[config.mk]
export PLATFORM = sky130hd
export DESIGN_NAME = rfs_supervisor
export DESIGN_NICKNAME = d
export VERILOG_FILES = /design/src/shared/rfs_pkg.sv /design/src/logic/rfs_supervisor.sv /design/src/logic/rfs_i2c_target.sv
export SDC_FILE = /design/constraint.sdc
export NUM_CORES = 1
export LEC_CHECK = 0
export ABC_CLOCK_PERIOD_IN_PS = 5330
export BUFFER_PORTS_ARGS = -buffer_cell sky130_fd_sc_hd__buf_2
export CORE_ASPECT_RATIO = 0.8
export CORE_MARGIN = 2
export CORE_UTILIZATION = 60
export DETAILED_ROUTE_END_ITERATION = 10
export GPL_TIMING_DRIVEN = 0
export HOLD_SLACK_MARGIN = 0.15
export PLACE_DENSITY = 0.84
export SETUP_SLACK_MARGIN = 0.2
export SYNTH_ARGS = -nofsm -noshare
export SYNTH_HDL_FRONTEND = slang
export SYNTH_SLANG_ARGS = --single-unit
export TNS_END_PERCENT = 100
[constraint.sdc]
create_clock -name clk_sys -period 5.33 [get_ports clk_sys]
set_clock_uncertainty 0.15 [all_clocks]
set_input_delay 0.7995 -clock clk_sys [delete_from_list [all_inputs] [get_ports clk_sys]]
set_output_delay 0.7995 -clock clk_sys [all_outputs]
set_load 0.02 [all_outputs]
[src/shared/rfs_pkg.sv]
// rail fault supervisor: shared constants, types and state records
package rfs_pkg;

  // register offsets (i2c command codes)
  localparam logic [7:0] REG_OVR_EN = 8'hb0;
  localparam logic [7:0] REG_WARN_CTL_A = 8'hb1;
  localparam logic [7:0] REG_WARN_CTL_B = 8'hb2;
  localparam logic [7:0] REG_LIM_CTL_A = 8'hb7;
  localparam logic [7:0] REG_LIM_CTL_B = 8'hb8;
  localparam logic [7:0] REG_LO_OV_THR = 8'hb9;
  localparam logic [7:0] REG_UV_THR = 8'hba;
  localparam logic [7:0] REG_HI_OV_THR = 8'hbb;
  localparam logic [7:0] REG_WARN_STAT = 8'hd2;
  localparam logic [7:0] REG_LIM_STAT = 8'hd7;

  // reset values of the writable registers
  localparam logic [7:0] CTL_RESET = 8'h00;

  // field positions
  localparam int OVR_EN_BIT = 7;
  localparam int ST_LO_OV = 0;
  localparam int ST_LO_UV = 1;
  localparam int ST_HI_OV = 2;
  localparam int ST_HI_UV = 3;
  localparam int CTL_OV_BIT = 0;
  localparam int CTL_UV_BIT = 1;
  localparam int FLD_LO_OV_WARN = 0;
  localparam int FLD_LO_UV_WARN = 0;
  localparam int FLD_HI_OV_WARN = 0;
  localparam int FLD_HI_UV_WARN = 3;
  localparam int FLD_LO_OV_LIM = 3;

  // default thresholds, percent of target
  localparam logic [7:0] LO_OV_WARN = 8'h73; // 115
  localparam logic [7:0] LO_UV_WARN = 8'h55; // 85
  localparam logic [7:0] HI_OV_WARN = 8'h6c; // 108
  localparam logic [7:0] HI_UV_WARN = 8'h4b; // 75
  localparam logic [7:0] LO_OV_LIM = 8'h96; // 150
  localparam logic [7:0] LO_UV_LIM = 8'h28; // 40
  localparam logic [7:0] HI_OV_LIM = 8'h7d; // 125
  localparam logic [7:0] HI_UV_LIM = 8'h32; // 50
  // nonzero threshold code: default - base + 2 * code
  localparam logic [7:0] THR_BASE = 8'h08;

  // i2c target address
  localparam logic [6:0] I2C_ADDR = 7'h40;
  localparam logic [3:0] I2C_BYTE_BITS = 4'h8;

  // hiccup interval
  localparam int HICCUP_MS = 500;
  localparam int CLK_HZ = 10_000_000;
  localparam int HICCUP_CYCLES = HICCUP_MS * (CLK_HZ / 1000);
  localparam int TIMER_W = 23;

  typedef enum logic [2:0] {
    RS_START, RS_SOFT, RS_RUN, RS_HICCUP, RS_LATCH, RS_AUX_OFF
  } rfs_resp_t;

  typedef enum logic [3:0] {
    PH_IDLE, PH_ADDR, PH_ACK_ADDR, PH_CMD, PH_ACK_CMD, PH_WDATA, PH_ACK_W, PH_RDATA,
    PH_ACK_R
  } rfs_i2c_ph_t;

  typedef struct packed {
    logic stb;
    logic [7:0] addr;
    logic [7:0] data;
  } rfs_regwr_t;

  typedef struct packed {
    rfs_i2c_ph_t ph;
    logic [3:0] cnt;
    logic [7:0] sh;
    logic [7:0] ptr;
    logic rw;
    logic ack;
    logic oe_n;
    logic scl_q;
    logic sda_q;
    rfs_regwr_t wr;
  } rfs_i2c_st_t;

endpackage

[src/logic/rfs_supervisor.sv]
// rail fault supervisor: thresholds, sticky status, alert and limit response
`timescale 1ns/100ps
// Functional notes
// (RL1) a rail beyond its warning threshold sets its warning status bit and the alert
// (RL2) warning defaults: low rail 115/85 percent, high rail 108/75 percent
// (RL3) three-bit codes in low_rail_over_threshold, under_warn_threshold, high_rail_over_threshold replace the warning thresholds
// (RL4) per-fault bits in warn_response_ctrl_a and warn_response_ctrl_b override the warning response
// (RL5) response overrides count only while bit 7 of 0xb0 is one
// (RL6) a rail beyond its limit sets limit status, the alert, and stops the converter
// (RL7) per-fault bits in limit_response_ctrl_a and limit_response_ctrl_b choose hiccup or latch-off on limits
// (RL8) hiccup stops switching, keeps regulators, restarts from soft-start after 500 ms
// (RL9) latch-off stops switching, keeps regulators, waits for an enable toggle
// (RL10) converter-enable toggle soft-starts; chip-enable toggle drops regulators and reinitialises
// (RL11) limit defaults: low rail 150/40 percent, high rail 125/50 percent
// (RL12) a three-bit code in low_rail_over_threshold bits 5..3 replaces the low-rail overvoltage limit
// (RL13) the mode pin picks hiccup or latch-off unless register bits override
// (RL14) status bits are readable by the host over i2c
// (RL15) alert holds while an unmasked status bit is set; bits clear only when fault gone
module rfs_supervisor #(
  parameter int HICCUP_CYCLES = rfs_pkg::HICCUP_CYCLES
) (
  // clock and reset
  input wire logic clk_sys,
  input wire logic rstn,
  // digitised rail levels, percent of target
  input wire logic [7:0] low_rail_pct,
  input wire logic [7:0] high_rail_pct,
  // control pins
  input wire logic mode_latch,
  input wire logic en_pwm,
  input wire logic chip_en,
  // i2c pins
  input wire logic scl,
  input wire logic sda_in,
  output logic sda_out,
  output logic sda_oe_n,
  // converter sequencing
  output logic main_run,
  output logic aux_on,
  output logic soft_start,
  output logic init_start,
  // alert flag
  output logic fault_alert_n
);

  typedef struct packed {
    rfs_pkg::rfs_resp_t st;
    logic [rfs_pkg::TIMER_W-1:0] timer;
    logic [7:0] ovr_en;
    logic [7:0] warn_a;
    logic [7:0] warn_b;
    logic [7:0] lim_a;
    logic [7:0] lim_b;
    logic [7:0] lo_ov_thr;
    logic [7:0] uv_thr;
    logic [7:0] hi_ov_thr;
    logic [3:0] warn;
    logic [3:0] lim;
    logic alert_n;
    logic main_run;
    logic aux_on;
    logic soft_start;
    logic init_start;
    logic en_low_seen;
    logic sda_out;
  } rfs_st_t;

  logic [1:0] rst_sync;
  logic rst_n;
  rfs_st_t s;
  rfs_st_t next_s;
  rfs_pkg::rfs_regwr_t wr;
  logic [7:0] rd_addr;
  logic [7:0] rd_data;
  logic [3:0] warn_now;
  logic [3:0] lim_now;
  logic [3:0] warn_clr;
  logic [3:0] lim_clr;
  logic [3:0] go_latch;
  localparam int HICCUP_LAST = HICCUP_CYCLES - 1;

  // async assert, synchronous release
  always_ff @(posedge clk_sys or negedge rstn) begin
    if (!rstn) begin
      rst_sync <= 2'b00;
    end else begin
      rst_sync <= {rst_sync[0], 1'b1};
    end
  end
  assign rst_n = rst_sync[1];

  // code 0 keeps the default, otherwise a step of two percent around it
  function automatic logic [7:0] thr(input logic [7:0] dflt, input logic [2:0] code);
    thr = (code == 3'h0) ? dflt : 8'(dflt - rfs_pkg::THR_BASE + {4'h0, code, 1'b0});
  endfunction

  // masks the alert of warnings whose response software turned off
  function automatic logic [3:0] warn_mask(input rfs_st_t r);
    warn_mask = 4'h0;
    if (r.ovr_en[rfs_pkg::OVR_EN_BIT]) begin
      warn_mask = {r.warn_b[rfs_pkg::CTL_UV_BIT], r.warn_b[rfs_pkg::CTL_OV_BIT],
                   r.warn_a[rfs_pkg::CTL_UV_BIT], r.warn_a[rfs_pkg::CTL_OV_BIT]};
    end
  endfunction

  function automatic logic [7:0] rd_mux(input rfs_st_t r, input logic [7:0] a);
    case (a)
      rfs_pkg::REG_OVR_EN: rd_mux = r.ovr_en;
      rfs_pkg::REG_WARN_CTL_A: rd_mux = r.warn_a;
      rfs_pkg::REG_WARN_CTL_B: rd_mux = r.warn_b;
      rfs_pkg::REG_LIM_CTL_A: rd_mux = r.lim_a;
      rfs_pkg::REG_LIM_CTL_B: rd_mux = r.lim_b;
      rfs_pkg::REG_LO_OV_THR: rd_mux = r.lo_ov_thr;
      rfs_pkg::REG_UV_THR: rd_mux = r.uv_thr;
      rfs_pkg::REG_HI_OV_THR: rd_mux = r.hi_ov_thr;
      rfs_pkg::REG_WARN_STAT: rd_mux = {4'h0, r.warn};
      rfs_pkg::REG_LIM_STAT: rd_mux = {4'h0, r.lim};
      default: rd_mux = 8'h00;
    endcase
  endfunction

  rfs_i2c_target u_i2c (
    .clk_sys(clk_sys),
    .rst_n(rst_n),
    .scl(scl),
    .sda_in(sda_in),
    .sda_oe_n(sda_oe_n),
    .rd_data(rd_data),
    .rd_addr(rd_addr),
    .wr(wr)
  );

  assign rd_data = rd_mux(s, rd_addr); // RL14

  always_comb begin
    next_s = s;
    next_s.soft_start = 1'b0;
    next_s.init_start = 1'b0;
    // comparator decisions
    warn_now[rfs_pkg::ST_LO_OV] = low_rail_pct >
      thr(rfs_pkg::LO_OV_WARN, s.lo_ov_thr[rfs_pkg::FLD_LO_OV_WARN +: 3]); // RL2 RL3
    warn_now[rfs_pkg::ST_LO_UV] = low_rail_pct <
      thr(rfs_pkg::LO_UV_WARN, s.uv_thr[rfs_pkg::FLD_LO_UV_WARN +: 3]); // RL2 RL3
    warn_now[rfs_pkg::ST_HI_OV] = high_rail_pct >
      thr(rfs_pkg::HI_OV_WARN, s.hi_ov_thr[rfs_pkg::FLD_HI_OV_WARN +: 3]); // RL2 RL3
    warn_now[rfs_pkg::ST_HI_UV] = high_rail_pct <
      thr(rfs_pkg::HI_UV_WARN, s.uv_thr[rfs_pkg::FLD_HI_UV_WARN +: 3]); // RL2 RL3
    lim_now[rfs_pkg::ST_LO_OV] = low_rail_pct >
      thr(rfs_pkg::LO_OV_LIM, s.lo_ov_thr[rfs_pkg::FLD_LO_OV_LIM +: 3]); // RL11 RL12
    lim_now[rfs_pkg::ST_LO_UV] = low_rail_pct < rfs_pkg::LO_UV_LIM; // RL11
    lim_now[rfs_pkg::ST_HI_OV] = high_rail_pct > rfs_pkg::HI_OV_LIM; // RL11
    lim_now[rfs_pkg::ST_HI_UV] = high_rail_pct < rfs_pkg::HI_UV_LIM; // RL11
    // register writes; status takes write-one-to-clear
    warn_clr = 4'h0;
    lim_clr = 4'h0;
    if (wr.stb) begin
      case (wr.addr)
        rfs_pkg::REG_OVR_EN: next_s.ovr_en = wr.data;
        rfs_pkg::REG_WARN_CTL_A: next_s.warn_a = wr.data;
        rfs_pkg::REG_WARN_CTL_B: next_s.warn_b = wr.data;
        rfs_pkg::REG_LIM_CTL_A: next_s.lim_a = wr.data;
        rfs_pkg::REG_LIM_CTL_B: next_s.lim_b = wr.data;
        rfs_pkg::REG_LO_OV_THR: next_s.lo_ov_thr = wr.data;
        rfs_pkg::REG_UV_THR: next_s.uv_thr = wr.data;
        rfs_pkg::REG_HI_OV_THR: next_s.hi_ov_thr = wr.data;
        rfs_pkg::REG_WARN_STAT: warn_clr = wr.data[3:0];
        rfs_pkg::REG_LIM_STAT: lim_clr = wr.data[3:0];
        default: begin
        end
      endcase
    end
    // a live fault re-sets its bit, so the set wins over a clear
    next_s.warn = (s.warn & ~warn_clr) | warn_now; // RL1 RL15
    next_s.lim = (s.lim & ~lim_clr) | lim_now; // RL6 RL15
    next_s.alert_n = ~(|(next_s.warn & ~warn_mask(next_s)) | |next_s.lim); // RL1 RL4 RL5 RL6
    // per-fault latch-off choice: register bit under override, else mode pin
    go_latch = {4{mode_latch}}; // RL13
    if (s.ovr_en[rfs_pkg::OVR_EN_BIT]) begin
      go_latch = {s.lim_b[rfs_pkg::CTL_UV_BIT], s.lim_b[rfs_pkg::CTL_OV_BIT],
                  s.lim_a[rfs_pkg::CTL_UV_BIT], s.lim_a[rfs_pkg::CTL_OV_BIT]}; // RL5 RL7
    end
    case (s.st)
      rfs_pkg::RS_START: begin
        next_s.init_start = 1'b1;
        next_s.aux_on = 1'b1;
        next_s.st = rfs_pkg::RS_SOFT;
      end
      rfs_pkg::RS_SOFT: begin
        next_s.soft_start = 1'b1;
        next_s.main_run = 1'b1;
        next_s.st = rfs_pkg::RS_RUN;
      end
      rfs_pkg::RS_RUN: begin
        if (|lim_now) begin
          // latch-off wins when faults with both choices arrive together
          next_s.main_run = 1'b0; // RL6
          next_s.en_low_seen = 1'b0;
          next_s.timer = HICCUP_LAST[rfs_pkg::TIMER_W-1:0];
          next_s.st = (|(lim_now & go_latch)) ? rfs_pkg::RS_LATCH : rfs_pkg::RS_HICCUP; // RL7
        end
      end
      rfs_pkg::RS_HICCUP: begin
        // regulators stay up; only main switching pauses
        if (s.timer == '0) begin
          next_s.st = rfs_pkg::RS_SOFT; // RL8
        end else begin
          next_s.timer = s.timer - 1'b1; // RL8
        end
      end
      rfs_pkg::RS_LATCH: begin
        next_s.en_low_seen = s.en_low_seen | ~en_pwm; // RL9
        if (!chip_en) begin
          next_s.aux_on = 1'b0; // RL10
          next_s.st = rfs_pkg::RS_AUX_OFF;
        end else if (s.en_low_seen && en_pwm) begin
          next_s.st = rfs_pkg::RS_SOFT; // RL10
        end
      end
      rfs_pkg::RS_AUX_OFF: begin
        if (chip_en) begin
          next_s.st = rfs_pkg::RS_START; // RL10
        end
      end
      default: begin
        next_s.st = rfs_pkg::RS_START;
      end
    endcase
  end

  always_ff @(posedge clk_sys or negedge rst_n) begin
    if (!rst_n) begin
      s <= '{st: rfs_pkg::RS_START, timer: '0, ovr_en: rfs_pkg::CTL_RESET,
             warn_a: rfs_pkg::CTL_RESET, warn_b: rfs_pkg::CTL_RESET,
             lim_a: rfs_pkg::CTL_RESET, lim_b: rfs_pkg::CTL_RESET,
             lo_ov_thr: rfs_pkg::CTL_RESET, uv_thr: rfs_pkg::CTL_RESET,
             hi_ov_thr: rfs_pkg::CTL_RESET, warn: 4'h0, lim: 4'h0, alert_n: 1'b1,
             main_run: 1'b0, aux_on: 1'b0, soft_start: 1'b0, init_start: 1'b0,
             en_low_seen: 1'b0, sda_out: 1'b0};
    end else begin
      s <= next_s;
    end
  end

  // open drain: the pad only ever pulls low
  assign sda_out = s.sda_out;
  assign main_run = s.main_run;
  assign aux_on = s.aux_on;
  assign soft_start = s.soft_start;
  assign init_start = s.init_start;
  assign fault_alert_n = s.alert_n;

  a_warn_sets_bit: assert property (@(posedge clk_sys) disable iff (!rst_n) // RL1
    low_rail_pct > rfs_pkg::LO_OV_WARN && s.lo_ov_thr[2:0] == 3'h0
    |=> s.warn[rfs_pkg::ST_LO_OV] && (!fault_alert_n || (s.ovr_en[7] && s.warn_a[0])))
    else $error("low rail overvoltage warning not flagged");

  a_warn_default_edge: assert property (@(posedge clk_sys) disable iff (!rst_n) // RL2
    high_rail_pct == 8'h6c && s.hi_ov_thr[2:0] == 3'h0 && !s.warn[rfs_pkg::ST_HI_OV]
    && !(wr.stb && wr.addr == rfs_pkg::REG_HI_OV_THR) |=> !s.warn[rfs_pkg::ST_HI_OV])
    else $error("high rail warning raised at its own threshold");

  a_warn_thr_code: assert property (@(posedge clk_sys) disable iff (!rst_n) // RL3
    s.uv_thr[5:3] == 3'h7 && high_rail_pct == 8'h50 |=> s.warn[rfs_pkg::ST_HI_UV])
    else $error("high rail undervoltage code not applied");

  a_warn_masked: assert property (@(posedge clk_sys) disable iff (!rst_n) // RL4
    s.ovr_en[7] && s.warn_a[0] && s.warn == 4'h1 && s.lim == 4'h0 |-> fault_alert_n)
    else $error("masked warning still drives the alert");

  a_override_gate: assert property (@(posedge clk_sys) disable iff (!rst_n) // RL5
    !s.ovr_en[7] && s.warn != 4'h0 |-> !fault_alert_n)
    else $error("warning silenced without the override enable");

  a_limit_stops: assert property (@(posedge clk_sys) disable iff (!rst_n) // RL6
    s.st == rfs_pkg::RS_RUN && lim_now != 4'h0
    |=> !main_run && aux_on && s.lim != 4'h0 && !fault_alert_n)
    else $error("limit fault did not stop the converter");

  a_limit_choice: assert property (@(posedge clk_sys) disable iff (!rst_n) // RL7
    s.st == rfs_pkg::RS_RUN && lim_now == 4'h1 && s.ovr_en[7] && s.lim_a[0] && !mode_latch
    |=> s.st == rfs_pkg::RS_LATCH)
    else $error("limit control bit ignored");

  a_hiccup_end: assert property (@(posedge clk_sys) disable iff (!rst_n) // RL8
    s.st == rfs_pkg::RS_HICCUP && s.timer == '0
    |=> s.st == rfs_pkg::RS_SOFT ##1 soft_start && main_run && s.st == rfs_pkg::RS_RUN)
    else $error("hiccup did not restart by soft-start");

  a_hiccup_hold: assert property (@(posedge clk_sys) disable iff (!rst_n) // RL8
    s.st == rfs_pkg::RS_HICCUP && s.timer != '0 |=> s.st == rfs_pkg::RS_HICCUP && aux_on)
    else $error("hiccup ended early");

  a_latch_waits: assert property (@(posedge clk_sys) disable iff (!rst_n) // RL9
    s.st == rfs_pkg::RS_LATCH && !s.en_low_seen && en_pwm && chip_en
    |=> s.st == rfs_pkg::RS_LATCH && !main_run && aux_on)
    else $error("latch-off left without a toggle");

  a_chip_toggle: assert property (@(posedge clk_sys) disable iff (!rst_n) // RL10
    s.st == rfs_pkg::RS_LATCH && !chip_en |=> !aux_on ##0 s.st == rfs_pkg::RS_AUX_OFF)
    else $error("chip enable toggle kept regulators up");

  a_limit_default: assert property (@(posedge clk_sys) disable iff (!rst_n) // RL11
    high_rail_pct == 8'h7e |=> s.lim[rfs_pkg::ST_HI_OV])
    else $error("high rail limit default missed");

  a_limit_code: assert property (@(posedge clk_sys) disable iff (!rst_n) // RL12
    s.lo_ov_thr[5:3] == 3'h1 && low_rail_pct == 8'h91 |=> s.lim[rfs_pkg::ST_LO_OV])
    else $error("low rail limit code not applied");

  a_mode_pin: assert property (@(posedge clk_sys) disable iff (!rst_n) // RL13
    s.st == rfs_pkg::RS_RUN && lim_now != 4'h0 && !s.ovr_en[7]
    |=> s.st == ($past(mode_latch) ? rfs_pkg::RS_LATCH : rfs_pkg::RS_HICCUP))
    else $error("mode pin choice not followed");

  a_status_read: assert property (@(posedge clk_sys) disable iff (!rst_n) // RL14
    rd_addr == rfs_pkg::REG_LIM_STAT |-> rd_data == {4'h0, s.lim})
    else $error("limit status read mismatch");

  a_sticky_live: assert property (@(posedge clk_sys) disable iff (!rst_n) // RL15
    s.lim[rfs_pkg::ST_HI_OV] && (high_rail_pct > rfs_pkg::HI_OV_LIM
    || !(wr.stb && wr.addr == rfs_pkg::REG_LIM_STAT)) |=> s.lim[rfs_pkg::ST_HI_OV])
    else $error("limit status dropped while live or not cleared");

endmodule // rfs_supervisor

[src/logic/rfs_i2c_target.sv]
// i2c target: one command byte, then register writes or reads at that pointer
`timescale 1ns/100ps
module rfs_i2c_target (
  // clock and reset
  input wire logic clk_sys,
  input wire logic rst_n,
  // bus pins
  input wire logic scl,
  input wire logic sda_in,
  output logic sda_oe_n,
  // register side
  input wire logic [7:0] rd_data,
  output logic [7:0] rd_addr,
  output rfs_pkg::rfs_regwr_t wr
);

  rfs_pkg::rfs_i2c_st_t s;
  rfs_pkg::rfs_i2c_st_t next_s;
  logic rise;
  logic fall;
  logic start;
  logic stop;

  always_comb begin
    next_s = s;
    next_s.wr.stb = 1'b0;
    next_s.scl_q = scl;
    next_s.sda_q = sda_in;
    rise = scl & ~s.scl_q;
    fall = ~scl & s.scl_q;
    start = scl & s.scl_q & s.sda_q & ~sda_in;
    stop = scl & s.scl_q & ~s.sda_q & sda_in;
    if (start) begin
      next_s.ph = rfs_pkg::PH_ADDR;
      next_s.cnt = 4'h0;
      next_s.oe_n = 1'b1;
    end else if (stop) begin
      next_s.ph = rfs_pkg::PH_IDLE;
      next_s.oe_n = 1'b1;
    end else begin
      case (s.ph)
        rfs_pkg::PH_ADDR, rfs_pkg::PH_CMD, rfs_pkg::PH_WDATA: begin
          if (rise) begin
            next_s.sh = {s.sh[6:0], sda_in};
            next_s.cnt = s.cnt + 4'h1;
          end
          if (fall && s.cnt == rfs_pkg::I2C_BYTE_BITS) begin
            next_s.cnt = 4'h0;
            next_s.oe_n = 1'b0;
            if (s.ph == rfs_pkg::PH_ADDR) begin
              // not our address: stay off the bus until the next start
              next_s.rw = s.sh[0];
              next_s.ph = rfs_pkg::PH_ACK_ADDR;
              if (s.sh[7:1] != rfs_pkg::I2C_ADDR) begin
                next_s.oe_n = 1'b1;
                next_s.ph = rfs_pkg::PH_IDLE;
              end
            end else if (s.ph == rfs_pkg::PH_CMD) begin
              next_s.ptr = s.sh;
              next_s.ph = rfs_pkg::PH_ACK_CMD;
            end else begin
              next_s.wr.stb = 1'b1;
              next_s.wr.addr = s.ptr;
              next_s.wr.data = s.sh;
              next_s.ph = rfs_pkg::PH_ACK_W;
            end
          end
        end
        rfs_pkg::PH_ACK_ADDR: begin
          if (fall) begin
            next_s.cnt = 4'h0;
            if (s.rw) begin
              next_s.sh = rd_data;
              next_s.oe_n = rd_data[7];
              next_s.ph = rfs_pkg::PH_RDATA;
            end else begin
              next_s.oe_n = 1'b1;
              next_s.ph = rfs_pkg::PH_CMD;
            end
          end
        end
        rfs_pkg::PH_ACK_CMD, rfs_pkg::PH_ACK_W: begin
          if (fall) begin
            next_s.oe_n = 1'b1;
            next_s.cnt = 4'h0;
            next_s.ph = rfs_pkg::PH_WDATA;
          end
        end
        rfs_pkg::PH_RDATA: begin
          if (rise) begin
            next_s.cnt = s.cnt + 4'h1;
          end
          if (fall) begin
            if (s.cnt == rfs_pkg::I2C_BYTE_BITS) begin
              next_s.oe_n = 1'b1;
              next_s.ph = rfs_pkg::PH_ACK_R;
            end else begin
              next_s.sh = {s.sh[6:0], 1'b0};
              next_s.oe_n = s.sh[6];
            end
          end
        end
        rfs_pkg::PH_ACK_R: begin
          if (rise) begin
            next_s.ack = ~sda_in;
          end
          if (fall) begin
            // acked: resend the same register, status may have moved on
            next_s.cnt = 4'h0;
            next_s.ph = rfs_pkg::PH_IDLE;
            if (s.ack) begin
              next_s.sh = rd_data;
              next_s.oe_n = rd_data[7];
              next_s.ph = rfs_pkg::PH_RDATA;
            end
          end
        end
        default: begin
          next_s.ph = rfs_pkg::PH_IDLE;
        end
      endcase
    end
  end

  always_ff @(posedge clk_sys or negedge rst_n) begin
    if (!rst_n) begin
      s <= '{ph: rfs_pkg::PH_IDLE, cnt: 4'h0, sh: 8'h00, ptr: 8'h00, rw: 1'b0, ack: 1'b0,
             oe_n: 1'b1, scl_q: 1'b1, sda_q: 1'b1, wr: '0};
    end else begin
      s <= next_s;
    end
  end

  assign sda_oe_n = s.oe_n;
  assign rd_addr = s.ptr;
  assign wr = s.wr;

endmodule // rfs_i2c_target

==> results.tsv, run 1 <==
metric	value	unit
status	finished, final reports clean	
RR Endpoint	s[93]	
first-pass GRT wire length	34000	um
Diodes inserted	0	
Tot Pwr	3610	uW
Slew headroom	0.167	
Post-Synthesis Cell Area	8290	um^2
Die H	109	um
Critical Path RT	5.47	ns
Post-CTS Resized	0	
clock tree buffer depth	2	
Routed WL per cell	19.7	um
Remaining Overflow, GRT	0	
CP Class	reg2reg	
worst reg2reg setup slack	1.76	ns
Syn Area/Cell	10.3	um^2
max cap viols	0	
num rows	38	
vias in the first global route	6454	
routed vias/inst	6.34	
Residual DRC	0	
Worst Reg-to-Reg Cells	10	
EDFF count, synth	0	
synth-to-layout area growth	13.2	%
pwr/cell area	385	nW/um^2
Leakage	0.00408	uW
port bufs	28	
1st-iter DRT viols	691	
IR drop worst, VDD	0.302	mV
DR pass1 iterations	6	
min Tclk post-route	3.57	ns
dpl hpwl	14000	um
Layout fillers	974	
CP Max Fanout	10	
post-layout util	0.692	
Global Route Usage Sum	0.302	
chip width	135	um
routed vias	6638	
I/O Pins	30	
root buf cell	clkbuf_16	
RePlAce Congestion	0.948	
Yosys reg bits	152	
Ys Warns	0	
post-synthesis cell type count	69	
core area	13600	um^2
final slew viol count	0	
Syn Nets	856	
multi-input logic area	4190	um^2
largest net degree at the start of global routing	70	
H-tree levels	4	
Async S/R FF share, synth	1.00	
postcts setup bufs	0	
number of routed nets with antenna violations	0	
RSZ-0062 raised after global routing	no	
Starting Density	0.612	
ys flop type	dfrtp_1	
fin nets	909	
Post-Route WL	20600	um
clk_lat worst skew	0.43	ns
part of the cycle the worst path needs	0.669	
Highest Clock Rate	280	MHz
# hold bufs at CTS	3	
kind of end point of the critical path	flip-flop	
CTS tree	yes	
Critical Path Source Type	flip-flop	
Hold Violations, Final	0	
worst slew pin tran	1.24	ns
Register Area	3810	um^2
Die ar.	14800	um^2
CTS buffer count	17	
Critical Path AT	3.70	ns
clk sinks	152	
setup violators final	0	
worst hold path type	reg2async	
clock-pin slew on the worst setup and hold paths	0.06	ns
register area share after synthesis	0.460	
worst reg2reg path startpoint	s[34]	
ratio of cells with drive above 1 in the final layout	0.188	
antenna violations before repair	0	
Gate Count Post-Synth	801	
==> per-stage QoR <==
step / setup TNS [ns] / instances / hold WS (ns) / setup slack [ns] / cell area, um^2
2_1_floorplan: 0 / 801 / 0.181 / 0.638 / 8290
3_3_place_gp: -141.95 / 1009 / 0.187 / -0.982 / 8650
3_5_place_dp: 0 / 1011 / 0.0550 / 1.86 / 8710
4_1_cts: 0 / 1046 / 0.214 / 1.84 / 9370
5_1_grt: 0 / 1047 / 0.225 / 1.57 / 9380
6_report: 0 / 1047 / 0.205 / 1.76 / 9380
==> synthesized netlist by cell type (10+ instances only) <==
cell | instances | share of area
a22oi_1 | 16 | 0.014
nand2_1 | 71 | 0.032
inv_1 | 38 | 0.017
o21ai_0 | 38 | 0.023
dfrtp_1 | 148 | 0.45
o22ai_1 | 12 | 0.0091
nor4_1 | 11 | 0.0083
or3_1 | 10 | 0.0075
nor3_1 | 30 | 0.018
a21oi_1 | 26 | 0.016
clkbuf_1 | 31 | 0.014
nor2b_1 | 16 | 0.012
nand3_1 | 14 | 0.0085
ha_1 | 32 | 0.048
xnor2_1 | 16 | 0.017
nor2_1 | 41 | 0.019
nand2b_1 | 17 | 0.013
mux2_2 | 79 | 0.11
==> critical path, cell delays in order (launching register included) <==
cell	delay, ns
dfrtp_1	0.48
inv_1	0.09
ha_1	0.22
ha_1	0.21
nor4_1	0.28
ha_1	0.31
a2111o_1	0.39
o211a_1	0.20
o21ai_0	0.54
clkbuf_1	0.44
nand2_1	0.11
==> power breakdown <==
group | total, uW | switching (uW) | internal [uW]
clock network | 1280 | 469 | 812
registers | 1440 | 159 | 1280
logic | 888 | 561 | 327
==> routing by layer <==
metal,part of all wire,track usage,vias to the layer above
met2,0.45,0.454,295
met5,0,0,-
met1,0.45,0.425,3268
met3,0.083,0.0837,41
met4,0.020,0.105,0
li1,-,-,3034
==> cells by family (layout without fill, tap and decap cells) <==
family	count (synthesis)	after routing	share of synthesized area
mux	91	91	0.129
compound gates	174	174	0.145
flops	152	152	0.460
simple gates	254	254	0.159
other cells	2	2	0.000906
xor+xnor	22	22	0.0232
fa+ha+maj	32	32	0.0483
buf+inv	74	140	0.0350
==> final cells by class <==
type | instances | area share
clock buffers | 26 | 0.0554
plain buffers | 36 | 0.0157
multi-input cells | 575 | 0.447
flip-flops and latches | 152 | 0.406
clock inverters | 6 | 0.0119
repair buffers | 34 | 0.0248
inverters | 38 | 0.0152
well taps | 180 | 0.0240
==> cell usage in the layout (no fill, tap or decap), drive strengths merged, types with 17 or more instances in the layout <==
| master | instances |
|---|---|
| nor3 | 32 |
| buf | 35 |
| mux2 | 79 |
| inv | 38 |
| a21oi | 26 |
| dfrtp | 148 |
| nor2 | 41 |
| nand2b | 17 |
| ha | 32 |
| o21ai | 44 |
| clkbuf | 58 |
| nand2 | 71 |
==> how the worst max path moves through the flow <==
stage | from | endpoint | slack [ns] | cells after the start
after global routing | s[34] | s[93] | 1.57 | 10
after detailed placement | s[34] | s[98] | 1.86 | 10
after global placement | rst_sync[1] | u_i2c.s[38] | -0.98 | 0
final | s[34] | s[93] | 1.76 | 10
after CTS | s[34] | s[93] | 1.84 | 10
after floorplan | rst_sync[1] | aux_on | 0.64 | 0
==> sequential cells by signal, summed over array words and instances (netlist names) <==
register / count
s: 99
u_i2c.s: 20
u_i2c.wr: 17
u_i2c.rd_addr: 8
rst_sync: 2
aux_on: 1
fault_alert_n: 1
init_start: 1
main_run: 1
soft_start: 1
u_i2c.sda_oe_n: 1
Power figures use the tool's default switching activity.
==> run 2, diff against run 1 <==
--- a/config.mk
+++ b/config.mk
@@ -5,7 +5,7 @@
 export SDC_FILE = /design/constraint.sdc
 export NUM_CORES = 1
 export LEC_CHECK = 0
-export ABC_CLOCK_PERIOD_IN_PS = 5330
+export ABC_CLOCK_PERIOD_IN_PS = 3300
 export BUFFER_PORTS_ARGS = -buffer_cell sky130_fd_sc_hd__buf_2
 export CORE_ASPECT_RATIO = 0.8
 export CORE_MARGIN = 2
==> constraint.sdc (replaced) <==
create_clock -name clk_sys -period 3.3 [get_ports clk_sys]
set_clock_uncertainty 0.15 [all_clocks]
set_input_delay 0.495 -clock clk_sys [delete_from_list [all_inputs] [get_ports clk_sys]]
set_output_delay 0.495 -clock clk_sys [all_outputs]
set_load 0.02 [all_outputs]
==> run 2 against run 1 <==
Sequential power grew 62%. Total power rose by 61%. Clock-buffer cell count is 9 lower. Critical path depth increased by 2. Utilization increased by 0.75 points. Sequential share of layout area is 0.39 points lower. Critical path type unchanged. Critical endpoint is now fault_alert_n. Largest cell class unchanged.
==> results.tsv, run 2 (synthesis gave the netlist of run 1 again) <==
metric	value	unit
Register Area	3820	um^2
DR pass1 iterations	5	
Slew headroom	0.169	
max cap viols	0	
antenna violations before repair	0	
number of routed nets with antenna violations	0	
fin nets	916	
Highest Clock Rate	335	MHz
worst hold path type	in2reg	
dpl hpwl	14000	um
part of the cycle the worst path needs	0.905	
most frequent cells in the layout	dfrtp_1 (144), mux2_2 (79), nand2_1 (71)	
commonest non-fill, non-tap cell in the layout	dfrtp_1	
min Tclk post-route	2.99	ns
routed vias/inst	6.35	
Diodes inserted	0	
vias in the first global route	6427	
max reg flops	99	
final slew viol count	0	
Leakage	0.00410	uW
clk_lat worst skew	0.44	ns
routed vias	6697	
post-layout util	0.700	
CTS buffer count	17	
IR drop worst, VDD	0.556	mV
Layout fillers	950	
kind of end point of the critical path	flip-flop	
H-tree levels	4	
num rows	38	
Die H	109	um
clock tree buffer depth	2	
1st-iter DRT viols	694	
clk sinks	152	
setup violators final	0	
multi-input logic area	4250	um^2
synth-to-layout area growth	14.4	%
pwr/cell area	612	nW/um^2
first-pass GRT wire length	33400	um
Hold Violations, Final	0	
port bufs	28	
RSZ-0062 raised after global routing	no	
hold depth	3	
CP Class	reg2reg	
Global Route Usage Sum	0.295	
largest net degree at the start of global routing	67	
Routed WL per cell	19.5	um
I/O Pins	30	
Most flops, register	s	
Critical Path AT	3.17	ns
Critical Path RT	3.49	ns
clock-pin slew on the worst setup and hold paths	0.06	ns
Post-Route WL	20500	um
RePlAce Congestion	0.953	
root buf cell	clkbuf_16	
CTS tree	yes	
Die ar.	14800	um^2
status	finished, final reports clean	
Critical Path Source Type	flip-flop	
Worst Reg-to-Reg Cells	12	
worst reg2reg setup slack	0.31	ns
CP Max Fanout	3	
core area	13600	um^2
Starting Density	0.612	
chip width	135	um
ratio of cells with drive above 1 in the final layout	0.216	
worst slew pin tran	1.24	ns
Residual DRC	0	
hold slack	0.154	ns
Remaining Overflow, GRT	0	
## run 2: cell count changes in the layout (fill, tap and decap cells not counted), sizes merged
cell | before | now
clkbuf | 58 | 48
buf | 35 | 43
inv | 38 | 44
clkinvlp | 1 | 3
clkinv | 2 | 3
## run 2: worst paths after layout
path | startpoint | end
max | s[35] | fault_alert_n
min | chip_en | aux_on
max reg2reg | s[35] | fault_alert_n
min reg2reg | rst_sync[1] | s[36]
max in group asynchronous | rst_sync[1] | u_i2c.sda_oe_n
min in group asynchronous | rst_sync[1] | s[36]
## run 2: area by class of cell
class,count,share of cell area
plain buffers,36,0.0161
inverters,38,0.0150
flip-flops and latches,152,0.402
repair buffers,41,0.0293
well taps,180,0.0238
clock inverters,15,0.0198
clock buffers,17,0.0449
multi-input cells,575,0.449
## run 2: metrics by stage
stage          std cells  TNS (ns)  worst slack, ns  cell area [um^2]  power (uW)
2_1_floorplan        801         0            0.471              8290        3310
3_3_place_gp        1009    -39.33           -0.269              8650        3690
3_5_place_dp        1011     -2.28           -0.247              8700        3730
4_1_cts             1050         0            0.209              9420        5770
5_1_grt             1054         0            0.208              9480        6090
6_report            1054         0            0.315              9480        5810
## run 2: repair_timing
action                                 in CTS  in global routing
pin swaps                                   9                  6
gates resized for setup                    13                  8
setup buffers                               4                  4
hold buffers                                3                  0
endpoints found under the hold margin       4                  0
setup endpoints to repair                  33                 31
## run 2: metal layers
layer	GRT usage	vias to the layer above	part of all wire
met5	0	-	0
met1	0.419	3320	0.45
met2	0.444	276	0.45
met4	0.100	0	0.019
met3	0.0762	39	0.077
li1	-	3062	-
## run 2: worst max-delay path, stage by stage (launching register included)
cell	delay (ns)
dfrtp_2	0.37
inv_2	0.05
ha_4	0.16
ha_4	0.17
nand2b_4	0.14
ha_1	0.27
nand4b_1	0.11
a2111o_1	0.44
o211a_1	0.19
buf_4	0.16
a21o_1	0.16
nand3b_1	0.21
a2111oi_4	0.30
## run 2: where the power goes
part	leakage [uW]	internal, uW	switching [uW]
logic	0.00192	534	883
registers	0.00189	2070	269
clock network	0.000292	1200	845
